[src/common/loop_switch_pkg.sv]
// Constants and types shared by the loop switch and its envelope detector
package loop_switch_pkg;

	// Cell count and the cell of each role
	localparam int unsigned CELLS = 2;
	localparam int unsigned RETIME_SOURCE_CELL = 0;
	localparam int unsigned RETIME_TARGET_CELL = 1;

	// Clock rate, in picoseconds per period
	localparam int unsigned CLOCK_PERIOD_PS = 8000;
	// One serial bit per clock in this model
	localparam int unsigned BITS_PER_CLOCK = 1;

	// Longest time to bit phase lock, in bit times
	localparam int unsigned LOCK_BIT_TIMES = 2500;
	localparam int unsigned LOCK_CYCLES = LOCK_BIT_TIMES / BITS_PER_CLOCK;

	// Longest time to frequency lock after power-up, in microseconds
	localparam int unsigned FREQ_LOCK_US = 500;
	localparam int unsigned FREQ_LOCK_CYCLES = (FREQ_LOCK_US * 1000000) / CLOCK_PERIOD_PS;

	// Quiet cycles after the last transition before the carrier is declared gone
	localparam int unsigned ENVELOPE_WINDOW = 16;

	// Reset values
	localparam logic RESET_DATA = 1'h0;
	localparam logic RESET_PRESENT = 1'h0;

	// Which cells are inserted: bit 0 cell 0, bit 1 cell 1
	typedef enum logic [1:0] {
		CFG_NONE = 2'h0,
		CFG_ENTRY = 2'h1,
		CFG_EXIT = 2'h2,
		CFG_BOTH = 2'h3
	} config_type;

	// Retiming lock progress
	typedef enum logic [1:0] {
		LOCK_WAIT_FREQ = 2'h0,
		LOCK_ACQUIRE = 2'h1,
		LOCK_HELD = 2'h2
	} lock_state_type;

endpackage

[src/common/line_activity_if.sv]
// Serial line and its carrier-present answer between switch and detector
`timescale 1ns/1ps
`default_nettype none
interface line_activity_if;
	logic lineData;
	logic present;
	// Switch side hands the line over and reads the answer
	modport owner (output lineData, input present);
	// Detector side watches the line
	modport monitor (input lineData, output present);
endinterface
`default_nettype wire

[src/design/envelope_detector.sv]
// Carrier detector: high while transitions keep arriving on the line
`timescale 1ns/1ps
`default_nettype none
module envelope_detector #(
	parameter int unsigned WINDOW = loop_switch_pkg::ENVELOPE_WINDOW
) (
	input wire logic clock,
	input wire logic arst_n,
	line_activity_if.monitor line
);
	import loop_switch_pkg::*;

	localparam int unsigned COUNT_W = $clog2(WINDOW + 1);
	localparam logic [COUNT_W-1:0] QUIET_LIMIT = COUNT_W'(WINDOW);

	logic lastBit;
	logic [COUNT_W-1:0] quietCount;
	logic presentReg;

	// Transition seen and the next quiet count
	wire edgeSeen = line.lineData ^ lastBit;
	wire quietFull = (quietCount == QUIET_LIMIT);
	wire [COUNT_W-1:0] next_quietCount = edgeSeen ? '0 : (quietFull ? quietCount : quietCount + 1'b1);

	// Envelope tracking; starts with no carrier
	always_ff @(posedge clock or negedge arst_n) begin
		if (!arst_n) begin
			lastBit <= RESET_DATA;
			quietCount <= QUIET_LIMIT;
			presentReg <= RESET_PRESENT;
		end else begin
			lastBit <= line.lineData;
			quietCount <= next_quietCount;
			presentReg <= (next_quietCount != QUIET_LIMIT);
		end
	end

	assign line.present = presentReg;
endmodule
`default_nettype wire

[src/design/loop_switch.sv]
// Two-cell loop bypass switch with retiming on one path
//
// Notes on behaviour
// - A cell whose insert pin is high sends loop data to its drive and passes the drive's data on round the loop.
// - A cell whose insert pin is low skips its drive so the loop no longer uses that drive's returned data.
// - With cell 0 on the cable, loop out is loop in when cell 1 skips, else drive 1's data, and drive 1 gets loop in.
// - With cell 1 on the cable, loop out is loop in when cell 0 skips, else drive 0's data, and drive 0 gets loop in.
// - With cell 0 inserted and a drive on cell 1, data is retimed before it enters that drive.
// - The cell without a drive is the cable port, so the two cells always take opposite roles.
// - Each carrier-present output is high while activity is seen on its cable input and low otherwise.
// - Carrier-present reports the incoming cable in both the entry and the exit arrangement.
// - An insert pin left undriven reads high, so the cell inserts its drive by default.
// - Once frequency lock is reached, retiming reaches bit phase lock within 2500 bit times of valid incoming data.
`timescale 1ns/1ps
`default_nettype none
module loop_switch #(
	parameter int unsigned LOCK_CYCLES = loop_switch_pkg::LOCK_CYCLES,
	parameter int unsigned FREQ_LOCK_CYCLES = loop_switch_pkg::FREQ_LOCK_CYCLES,
	parameter int unsigned ENVELOPE_WINDOW = loop_switch_pkg::ENVELOPE_WINDOW
) (
	input wire logic clock,
	input wire logic arst_n,
	input wire logic [loop_switch_pkg::CELLS-1:0] fromDrive,
	input wire logic [loop_switch_pkg::CELLS-1:0] skipPinLevel_n,
	input wire logic [loop_switch_pkg::CELLS-1:0] skipPinDriven,
	output logic [loop_switch_pkg::CELLS-1:0] toDrive,
	output logic [loop_switch_pkg::CELLS-1:0] carrierPresent,
	output logic [loop_switch_pkg::CELLS-1:0] cellInserted,
	output loop_switch_pkg::config_type switchConfig,
	output logic frequencyLocked,
	output logic phaseLocked
);
	import loop_switch_pkg::*;

	localparam int unsigned LOCK_W = $clog2(LOCK_CYCLES + 1);
	localparam int unsigned FREQ_W = $clog2(FREQ_LOCK_CYCLES + 1);
	localparam logic [LOCK_W-1:0] LOCK_LAST = LOCK_W'(LOCK_CYCLES - 1);
	localparam logic [FREQ_W-1:0] FREQ_LAST = FREQ_W'(FREQ_LOCK_CYCLES - 1);

	// Effective insert level of one pin: an undriven pin is pulled high
	function automatic logic pin_inserts(input logic level_n, input logic driven);
		pin_inserts = level_n | ~driven;
	endfunction

	// Configuration code from the insert pins: bit 0 is cell 0's insert level, bit 1 is cell 1's
	function automatic config_type pins_to_config(input logic ins0, input logic ins1);
		pins_to_config = config_type'({ins1, ins0});
	endfunction

	// Insert decode, combinational so the paths follow the pins at once
	wire insert0 = pin_inserts(skipPinLevel_n[0], skipPinDriven[0]);
	wire insert1 = pin_inserts(skipPinLevel_n[1], skipPinDriven[1]);
	wire config_type pinConfig = pins_to_config(insert0, insert1);

	// Cell 0 mux feeds the retimer; it takes the drive-0 data when cell 0 inserts
	wire retimeSource = insert0 ? fromDrive[0] : fromDrive[1];
	// Cell 1 mux is unregistered: drive-1 data when cell 1 inserts, else the other input
	wire directPath = insert1 ? fromDrive[1] : fromDrive[0];

	// Retiming stage toward cell 1, clocked by the reference-derived clock
	logic retimedBit;
	always_ff @(posedge clock or negedge arst_n) begin
		if (!arst_n) begin
			retimedBit <= RESET_DATA;
		end else begin
			retimedBit <= retimeSource;
		end
	end

	// Cell 1 output is the retimed path, cell 0 output is the direct path
	assign toDrive = {retimedBit, directPath};

	// One envelope detector per incoming direction
	logic [CELLS-1:0] presentRaw;
	genvar g;
	generate
		for (g = 0; g < CELLS; g++) begin : gen_detect
			line_activity_if probe ();
			assign probe.lineData = fromDrive[g];
			assign presentRaw[g] = probe.present;
			envelope_detector #(
				.WINDOW(ENVELOPE_WINDOW)
			) detector (
				.clock(clock),
				.arst_n(arst_n),
				.line(probe)
			);
		end
	endgenerate

	// Carrier on the input that now feeds the retimer
	wire sourceCarrier = insert0 ? presentRaw[0] : presentRaw[1];

	// Source change restarts phase acquisition
	logic lastInsert0;
	wire sourceChanged = insert0 ^ lastInsert0;
	wire dataValid = sourceCarrier & ~sourceChanged;

	// Frequency lock count after power-up
	logic [FREQ_W-1:0] freqCount;
	logic freqDone;
	wire freqReached = (freqCount == FREQ_LAST);
	wire [FREQ_W-1:0] next_freqCount = freqDone ? freqCount : freqCount + 1'b1;
	wire next_freqDone = freqDone | freqReached;

	always_ff @(posedge clock or negedge arst_n) begin
		if (!arst_n) begin
			freqCount <= '0;
			freqDone <= 1'h0;
			lastInsert0 <= 1'h1;
		end else begin
			freqCount <= next_freqCount;
			freqDone <= next_freqDone;
			lastInsert0 <= insert0;
		end
	end

	// Phase acquisition state and bit count
	lock_state_type lockState;
	lock_state_type next_lockState;
	logic [LOCK_W-1:0] lockCount;
	logic [LOCK_W-1:0] next_lockCount;
	wire lockReached = (lockCount == LOCK_LAST);

	// Lock progress: wait for frequency, count valid bits, hold while data stays
	always_comb begin
		next_lockState = lockState;
		next_lockCount = '0;
		unique case (lockState)
			LOCK_WAIT_FREQ: begin
				if (freqDone) begin
					next_lockState = LOCK_ACQUIRE;
				end
			end
			LOCK_ACQUIRE: begin
				if (!dataValid) begin
					next_lockCount = '0;
				end else if (lockReached) begin
					next_lockState = LOCK_HELD;
				end else begin
					next_lockCount = lockCount + 1'b1;
				end
			end
			LOCK_HELD: begin
				if (!dataValid) begin
					next_lockState = LOCK_ACQUIRE;
				end
			end
			default: begin
				next_lockState = LOCK_WAIT_FREQ;
			end
		endcase
	end

	always_ff @(posedge clock or negedge arst_n) begin
		if (!arst_n) begin
			lockState <= LOCK_WAIT_FREQ;
			lockCount <= '0;
		end else begin
			lockState <= next_lockState;
			lockCount <= next_lockCount;
		end
	end

	// Registered status outputs
	always_ff @(posedge clock or negedge arst_n) begin
		if (!arst_n) begin
			carrierPresent <= '0;
			cellInserted <= '0;
			switchConfig <= CFG_NONE;
			frequencyLocked <= 1'h0;
			phaseLocked <= 1'h0;
		end else begin
			carrierPresent <= presentRaw;
			cellInserted <= {insert1, insert0};
			switchConfig <= pinConfig;
			frequencyLocked <= next_freqDone;
			phaseLocked <= (next_lockState == LOCK_HELD);
		end
	end
endmodule
`default_nettype wire

[config.mk]
export PLATFORM = sky130hd
export DESIGN_NAME = loop_switch
export DESIGN_NICKNAME = d
export VERILOG_FILES = /design/src/common/loop_switch_pkg.sv /design/src/common/line_activity_if.sv /design/src/design/envelope_detector.sv /design/src/design/loop_switch.sv
export SDC_FILE = /design/constraint.sdc
export NUM_CORES = 1
export LEC_CHECK = 0
export BUFFER_PORTS_ARGS = -buffer_cell sky130_fd_sc_hd__buf_4
export CORE_ASPECT_RATIO = 0.6
export CORE_MARGIN = 2
export CORE_UTILIZATION = 63
export DETAILED_ROUTE_END_ITERATION = 7
export GPL_TIMING_DRIVEN = 0
export PLACE_DENSITY = 0.83
export SETUP_SLACK_MARGIN = 0.02
export SLEW_MARGIN = 20
export SYNTH_ARGS = -nofsm -noshare
export SYNTH_HDL_FRONTEND = slang
export SYNTH_SLANG_ARGS = --single-unit
[constraint.sdc]
create_clock -name clock -period 4.15 [get_ports clock]
set_input_delay 0.2075 -clock clock [delete_from_list [all_inputs] [get_ports clock]]
set_output_delay 0.2075 -clock clock [all_outputs]
set_load 0.01 [all_outputs]
==> results of run 1 <==
flip-flops by register name, indices dropped and copies added (netlist names):
signal / count
lockCount: 12
gen_detect.detector.lastBit: 2
lastInsert0: 1
frequencyLocked: 1
phaseLocked: 1
lockState: 2
carrierPresent: 2
retimedBit: 1
gen_detect.detector.quietCount: 10
switchConfig: 2
gen_detect.detector.line.present: 2
freqCount: 16
cell usage after synthesis, drive strengths merged, types with 2 or more instances:
| cell | n | area share [%] |
|---|---|---|
| inv | 12 | 1.9 |
| nor4bb | 2 | 0.86 |
| and4 | 2 | 0.75 |
| buf | 5 | 1.8 |
| mux2 | 4 | 1.9 |
| nand2 | 9 | 1.4 |
| nor4b | 3 | 1.1 |
| and3 | 2 | 0.53 |
| nor2 | 26 | 4.2 |
| xnor2 | 19 | 7.1 |
| xor2 | 15 | 5.6 |
| ha | 6 | 3.2 |
| nand4 | 7 | 1.9 |
| a21oi | 4 | 0.86 |
| nor3 | 6 | 1.3 |
| nand2b | 3 | 0.80 |
| nand3 | 12 | 2.6 |
| nand4b | 3 | 1.1 |
| dfrtp | 49 | 52 |
| a31oi | 2 | 0.53 |
| and2 | 3 | 0.80 |
| dfstp | 3 | 3.4 |
path summary, 6_finish.rpt:
check / startpoint / to / slack, ps / depth (start not counted)
min: fromDrive[1] / gen_detect[1].detector.lastBit / 30 / 1
min in group asynchronous: arst_n / lockCount[6] / 460 / 2
max reg2reg: lockCount[0] / lockCount[3] / 2220 / 6
max in group asynchronous: arst_n / gen_detect[0].detector.quietCount[3] / 3270 / 2
min reg2reg: gen_detect[1].detector.line.present / carrierPresent[1] / 380 / 0
max: lockCount[0] / lockCount[3] / 2220 / 6
cell type report:
type                       instances  area [µm²]
sequential                        52        1310
clock buffer                       6        72.6
tap                               47        58.8
multi-input combinational        138         943
buffer                             6        46.3
timing repair buffer              18         138
inverter                          12        45.0
clock inverter                     2        35.0
fill                             267         972
stage by stage:
| stage | setup slack (ps) | cell area, µm² | std cells |
|---|---|---|---|
| after detailed placement | 2250 | 2530 | 272 |
| after global routing | 2100 | 2640 | 281 |
| after global placement | 2240 | 2530 | 272 |
| after CTS | 2210 | 2640 | 281 |
| final | 2220 | 2640 | 281 |
| after floorplan | 2390 | 2340 | 208 |
per-layer routing:
metal	up-vias	GRT usage, %
li1	750	-
met1	708	33.7
met2	32	28.2
met3	8	7.77
met4	0	7.10
met5	-	0
power breakdown:
group	internal (mW)	total (mW)	switching (mW)	leakage (nW)
logic	0.0339	0.0720	0.0380	0.444
registers	0.520	0.531	0.0111	0.661
clock network	0.179	0.343	0.164	0.0552
cell usage in the layout, fill, tap and decap left out, types with 7 or more instances in the layout:
cell type	instances
buf_4	21
xor2_1	15
nand4_1	7
xnor2_1	19
nand2_1	9
dfrtp_1	49
nor2_1	26
inv_1	12
nand3_1	12
what timing repair did:
| item | 4_1_cts | 5_1_grt |
|---|---|---|
| hold buffers | 1 | 0 |
| setup endpoints to repair | 0 | 0 |
| hold endpoints to repair | 49 | 0 |
kinds of logic after synthesis:
logic type | count (synthesis)
simple gates | 84
flops | 52
xor+xnor | 34
buf+inv | 18
compound gates | 10
fa+ha+maj | 6
mux | 4
worst max-delay path: cells and delay by family, from the launching register on:
kind	cells	cell delay, ps
buf+inv	1	160
flops	1	430
fa+ha+maj	1	280
simple gates	4	1000
==> flow_summary.ini, run 1 <==
[drt]
drtPass1Iterations = 4
met1Wirelength_um = 2010
finalWirelength_um = 3830
wl_met3_um = 200
drtIter0Drc = 100
via_per_inst = 5.33
drcViolationCount = 0
route.met2.wl_um = 1560
highest_layer = met4
wl_per_cell_um = 13.6
postRouteAntennaNets = 0
num_vias = 1498

[floorplanning]
die_x_um = 82.7
core_area_mm2 = 0.00362
row_count = 17
io_pins = 18
dieArea_mm2 = 0.00423
initial_utilization_pct = 64.7
fp.dieH_um = 51.2

[timing]
period_share_pct = 46.6
slew_headroom_pct = 58.1
maxSlewViolCount = 0
finalHoldViolCount = 0
skew_ps = 2.55
tightest_slew_ps = 628
rsz0062_at_grt = false
fin_crit_ps = 1930
whs_ps = 28.8
finalSetupTns_ps = 0
setup_viol = 0
max_freq_ghz = 0.517

[layout]
num_antenna_cells = 0
final_core_util_pct = 73.1
synthToLayoutAreaGrowth_pct = 13.0
drive_gt1_share_pct = 17.5
fin_nets = 247

[clock_tree]
cts_resized = 0
cts_tree = done
cts_setup_buffers = 0
cts.sinks = 52
cts_buffers = 5
clock_path_buffers = 2
clk_transition_reported_paths_ps = 90
clock_latency_ps = 310
root_buffer = clkbuf_8
htree_levels = 2

[setup_path]
cp_slowest_stage_delay_ps = 510
start_kind = flip-flop
required_ps = 4390
crit_arrival_ps = 2180
crit_fanout = 10
path_cells = ha_1 -> and4_1 -> and3_1 -> or4b_4 -> buf_6 -> nor2_1
crit_path_end_kind = flip-flop
path_class = reg -> reg
crit_path_top_delay_cell = or4b_4

[logic_synthesis]
ys_warn_count = 0
synth_edf_count = 0
ys.flop_type = dfrtp_1
ys_ff_latch = 52
synth_cells = 208
synthMuxAreaShare_pct = 1.93
synth_xor_area_share_pct = 12.7
yosys.area_share.adder_pct = 3.21
avgSynthCellArea_um2 = 11.2
syn_area_mm2 = 0.00234
synthSimpleGateAreaFrac_pct = 19.7
synthesis.nets = 222
synth_top_family_by_area = simple AND/OR/NAND/NOR gates
synth_seq_area_share_pct = 55.8
synth_cell_types = 34
async_reset_ff_share_pct = 100
synth_compound_area_share_pct = 2.78

[global_route]
grt_pass1_vias = 1437
grt-ovfl-total = 0
grt_usage_pct = 21.7
antenna_found_initial = 0
grt_pass1_wl_um = 6700
grt_max_degree = 53

[power_and_ir_drop]
power_mw = 0.945
powerDensity_mw_per_mm2 = 358
peakVddDrop_mv = 0.303
p_leak_nw = 1.16

[status]
run_status = completed

[place]
place.gp.congestion = 0.816
hpwlAfterDp_um = 2690
io_buffers = 17

[hold_path]
hp-class = in -> reg

[flow_run]
drv_cap = 0
(Power assumes the default switching activity.)
==> inputs of run 2 (changes only) <==
--- a/config.mk
+++ b/config.mk
@@ -8,10 +8,10 @@
 export BUFFER_PORTS_ARGS = -buffer_cell sky130_fd_sc_hd__buf_4
 export CORE_ASPECT_RATIO = 0.6
 export CORE_MARGIN = 2
-export CORE_UTILIZATION = 63
+export CORE_UTILIZATION = 53
 export DETAILED_ROUTE_END_ITERATION = 7
 export GPL_TIMING_DRIVEN = 0
-export PLACE_DENSITY = 0.83
+export PLACE_DENSITY = 0.75
 export SETUP_SLACK_MARGIN = 0.02
 export SLEW_MARGIN = 20
 export SYNTH_ARGS = -nofsm -noshare
==> constraint.sdc (replaced) <==
create_clock -name clock -period 1.59 [get_ports clock]
set_input_delay 0.0795 -clock clock [delete_from_list [all_inputs] [get_ports clock]]
set_output_delay 0.0795 -clock clock [all_outputs]
set_load 0.01 [all_outputs]
==> flow_summary.ini, run 2 (synthesized netlist as in run 1, its figures left out) <==
[layout]
n_fill_cell = 328
layout_commonest_cell = dfrtp_1
drive_gt1_share_pct = 27.2
regMostFlops = freqCount
design_area_mm2 = 0.00285
synthToLayoutAreaGrowth_pct = 21.8
ff_latch_area_mm2 = 0.00131
multi_input_area_mm2 = 0.00104
fin_nets = 259
stdcell_count = 306
final_cell_mix = dfrtp_1 (47), buf_4 (28), xnor2_1 (19), nor2_1 (17), xor2_1 (15)
largest_reg_flops = 16
top_regs = freqCount: 16 flops, lockCount: 12 flops, gen_detect.detector.quietCount: 10 flops
num_antenna_cells = 0

[drt]
via_per_inst = 5.08
finalWirelength_um = 4330
postRouteAntennaNets = 0
drtPass1Iterations = 4
drtIter0Drc = 101
wl_per_cell_um = 14.2
num_vias = 1553
drcViolationCount = 0

[floorplanning]
dieArea_mm2 = 0.00498
die_x_um = 89.8
row_count = 18
io_pins = 18
initial_utilization_pct = 56.2
fp.dieH_um = 55.5
core_area_mm2 = 0.00417

[global_route]
grt_usage_pct = 18.5
grt_pass1_vias = 1576
grt-ovfl-total = 0
grt_pass1_wl_um = 7280
grt_max_degree = 53
antenna_found_initial = 0

[place]
place_inst = 285
place_area_mm2 = 0.00256
hpwlAfterDp_um = 2810
place.gp.congestion = 0.846
io_buffers = 17
post-place-ws_ps = -233

[hold_path]
hp-class = in -> reg
worstHoldEndpoint = lastInsert0
min_delay_path_depth = 2
hp-start = skipPinLevel_n[0]

[clock_tree]
root_buffer = clkbuf_8
cts_tree = done
htree_levels = 2
clock_latency_ps = 300
cts.sinks = 52
cts_buffers = 5
clk_transition_reported_paths_ps = 90
clock_path_buffers = 2

[timing]
rsz0062_at_grt = true
skew_ps = 3.64
max_freq_ghz = 0.570
maxSlewViolCount = 0
fin_crit_ps = 1750
tightest_slew_ps = 640
slew_headroom_pct = 57.4
worst_slack_ps = -164
period_share_pct = 110
setup_viol = 12
finalHoldViolCount = 0

[setup_path]
crit_fanout = 5
rr_endpoint = lockCount[7]
crit_arrival_ps = 1990
rrSetupSlack_ps = -160
required_ps = 1830
rr_worst_depth = 6
r2r-start = lockCount[0]
path_class = reg -> reg
start_kind = flip-flop
crit_path_end_kind = flip-flop

[power_and_ir_drop]
powerDensity_mw_per_mm2 = 834
peakVddDrop_mv = 0.660
p_leak_nw = 1.21

[status]
run_status = finished with violations
violations = setup timing

[flow_run]
drv_cap = 0
run 2: changes by cell type in the layout (fill, tap and decap cells not counted), sizes merged:
cell         before  now
buf              22   30
dlygate4sd3       1    5
bufinv            1    0
clkinv            1    2
run 2: how the worst max path moves through the flow:
stage	to	start	depth (start not counted)	slack [ps]
final	lockCount[7]	lockCount[0]	6	-160
after global routing	lockCount[6]	lockCount[0]	6	-200
after CTS	lockCount[3]	lockCount[0]	6	-200
after detailed placement	lockCount[4]	lockCount[0]	6	-230
after global placement	lockCount[4]	lockCount[0]	6	-210
after floorplan	lockCount[10]	lockCount[0]	6	-100
run 2: cell type report:
cell class | instances | area share [%]
Timing Repair Buffer | 30 | 8.48
Clock inverter | 2 | 0.351
Clock buffer | 6 | 2.90
Buffer | 6 | 1.76
Multi-Input combinational cell | 138 | 36.4
Tap cell | 60 | 2.64
Inverter | 12 | 1.58
Sequential cell | 52 | 45.9
run 2: metrics by stage:
step / util, % / total power [mW] / setup TNS [ps] / hold slack, ps
2_1_floorplan: - / 1.52 / -964 / -216
5_1_grt: 68.4 / 2.48 / -2090 / 35.4
6_report: 68.4 / 2.38 / -1630 / 37.2
3_5_place_dp: 61.4 / 1.61 / -2230 / 146
3_3_place_gp: 61.4 / 1.60 / -1990 / 144
4_1_cts: 66.7 / 2.38 / -1970 / 23.9
run 2: per-layer routing:
| layer | vias up | routed length [µm] | GRT usage [%] |
|---|---|---|---|
| met3 | 8 | 191 | 5.46 |
| li1 | 777 | - | - |
| met1 | 738 | 2230 | 27.4 |
| met5 | - | 0 | 0 |
| met4 | 0 | 64 | 5.27 |
| met2 | 30 | 1850 | 26.5 |
run 2: worst max-delay path, stage by stage (launching register included):
cell and delay [ps]:
dfrtp_2 440, ha_4 160, and4_1 160, and3_4 160, or4b_4 530, buf_6 170
nor2_1 80
run 2: repair_timing:
item,in CTS,in global routing
pin swaps,12,3
setup buffers,5,2
endpoints found under the hold margin,52,0
hold buffers,5,0
endpoints found under the setup margin,16,20
resized for setup,11,13
cloned,1,0
run 2: report_power, final:
group | internal [mW] | switching, mW | total [mW]
registers | 1.36 | 0.0271 | 1.38
logic | 0.107 | 0.114 | 0.220
clock network | 0.348 | 0.424 | 0.773
==> inputs of run 3 (changes only) <==
--- a/config.mk
+++ b/config.mk
@@ -12,6 +12,7 @@
 export DETAILED_ROUTE_END_ITERATION = 7
 export GPL_TIMING_DRIVEN = 0
 export PLACE_DENSITY = 0.75
+export REMOVE_ABC_BUFFERS = 1
 export SETUP_SLACK_MARGIN = 0.02
 export SLEW_MARGIN = 20
 export SYNTH_ARGS = -nofsm -noshare
==> flow_summary.ini, run 3 (synthesized netlist as in run 1, its figures left out) <==
[clock_tree]
root_buffer = clkbuf_8
cts_tree = done
clk_transition_reported_paths_ps = 90
clock_latency_ps = 300
cts_buffers = 5
cts.sinks = 52
htree_levels = 2
clock_path_buffers = 2

[power_and_ir_drop]
peakVddDrop_mv = 0.507
clkPwrFrac_pct = 33.8
internal_power_mw = 1.84
p_sw_mw = 0.546
p_comb_share_pct = 8.2
power_frac_seq_pct = 58.0
p_leak_nw = 1.19
swShare_pct = 22.8
power_mw = 2.39
powerDensity_mw_per_mm2 = 854

[place]
io_buffers = 17
hpwlAfterDp_um = 2700
place_inst = 279
place.gp.congestion = 0.827
place_area_mm2 = 0.00250

[timing]
max_freq_ghz = 0.601
worst_slack_ps = -74.4
fin_crit_ps = 1660
finalHoldViolCount = 0
whs_ps = 26.8
maxSlewViolCount = 0
rsz0062_at_grt = true
skew_ps = 9.79
period_share_pct = 105
setup_viol = 12
finalSetupTns_ps = -556
tightest_slew_ps = 648
slew_headroom_pct = 56.8

[floorplanning]
io_pins = 18
fp.dieH_um = 55.5
core_area_mm2 = 0.00417
row_count = 18
initial_utilization_pct = 56.2
dieArea_mm2 = 0.00498
die_x_um = 89.8

[layout]
num_antenna_cells = 0
largest_reg_flops = 16
drive_gt1_share_pct = 25.6
ff_latch_area_mm2 = 0.00131
layout_commonest_cell = dfrtp_1
multi_input_area_mm2 = 0.00103
synthToLayoutAreaGrowth_pct = 19.6
final_cell_mix = dfrtp_1 (47), buf_4 (27), nor2_1 (20), xnor2_1 (19), xor2_1 (15)
top_regs = freqCount: 16 flops, lockCount: 12 flops, gen_detect.detector.quietCount: 10 flops
n_fill_cell = 311
stdcell_count = 302
design_area_mm2 = 0.00280
fin_nets = 255
regMostFlops = freqCount

[setup_path]
crit_arrival_ps = 1900
start_kind = flip-flop
crit_path_end_kind = flip-flop
required_ps = 1830
path_class = reg -> reg
crit_fanout = 6

[drt]
drtPass1Iterations = 4
drcViolationCount = 0
finalWirelength_um = 4500
postRouteAntennaNets = 0
num_vias = 1583
via_per_inst = 5.24
wl_per_cell_um = 14.9
drtIter0Drc = 118

[status]
violations = setup timing
run_status = finished with violations

[global_route]
grt_pass1_wl_um = 7100
grt_pass1_vias = 1441
grt_usage_pct = 18.4
antenna_found_initial = 0
grt_max_degree = 53
grt-ovfl-total = 0

[flow_run]
drv_cap = 0

[hold_path]
hp-class = in -> reg
-- run 3: cell types whose count changed in the layout (fill, tap and decap cells not counted), sizes merged --
cell         previous run  this run
buf                    30        27
clkbuf                  7         8
clkinv                  2         0
dlygate4sd3             5         4
or4b                    1         2
-- run 3: what timing repair did --
action                                 4_1_cts  5_1_grt
setup endpoints to repair                   16       18
endpoints found under the hold margin       52        0
gates resized for setup                      8       13
setup buffers                                6        4
hold buffers                                 4        0
gates cloned                                 1        0
pin swaps                                   11        6
-- run 3: cell type report --
cell class / count / share of cell area [%]
multi-input cells: 139 / 36.7
well taps: 60 / 2.68
repair buffers: 31 / 8.67
inverters: 12 / 1.61
clock buffers: 8 / 3.58
flip-flops and latches: 52 / 46.7
-- run 3: worst max-delay path: stages (launching register included) --
cell,delay (ps)
dfrtp_1,400
ha_2,190
and4_4,150
and3_4,160
or4b_4,580
nor2_1,130
-- run 3: per-stage QoR --
stage	setup slack, ps	utilization [%]
2_1_floorplan	-109	-
3_3_place_gp	-252	59.9
3_5_place_dp	-263	59.9
4_1_cts	-89.3	65.4
5_1_grt	-131	67.2
6_report	-74.4	67.2
-- run 3: power by group through the flow --
stage	sequential (mW)	combinational, mW	clock, mW
2_1_floorplan	1.41	0.100	0
3_3_place_gp	1.41	0.179	0
3_5_place_dp	1.41	0.181	0
4_1_cts	1.38	0.192	0.822
5_1_grt	1.39	0.220	0.889
6_report	1.39	0.195	0.808
-- run 3: per-layer routing --
layer | vias to the layer above | share of wire [%] | track usage (%)
met5 | - | 0 | 0
met4 | 0 | 1.5 | 7.91
met2 | 32 | 43 | 24.1
li1 | 772 | - | -
met3 | 9 | 4.2 | 4.50
met1 | 770 | 51 | 28.8
-- run 3: path summary, 6_finish.rpt --
| check | start | to | slack (ps) | cells past startpoint |
|---|---|---|---|---|
| max in group asynchronous | arst_n | lockCount[3] | 780 | 2 |
| worst min-delay path | skipPinLevel_n[1] | switchConfig[1] | 30 | 2 |
| worst min register to register | gen_detect[1].detector.line.present | carrierPresent[1] | 420 | 0 |
| worst max-delay path | lockCount[0] | lockCount[7] | -70 | 5 |
| min in group asynchronous | arst_n | gen_detect[0].detector.quietCount[0] | 340 | 2 |
| worst max register to register | lockCount[0] | lockCount[7] | -70 | 5 |
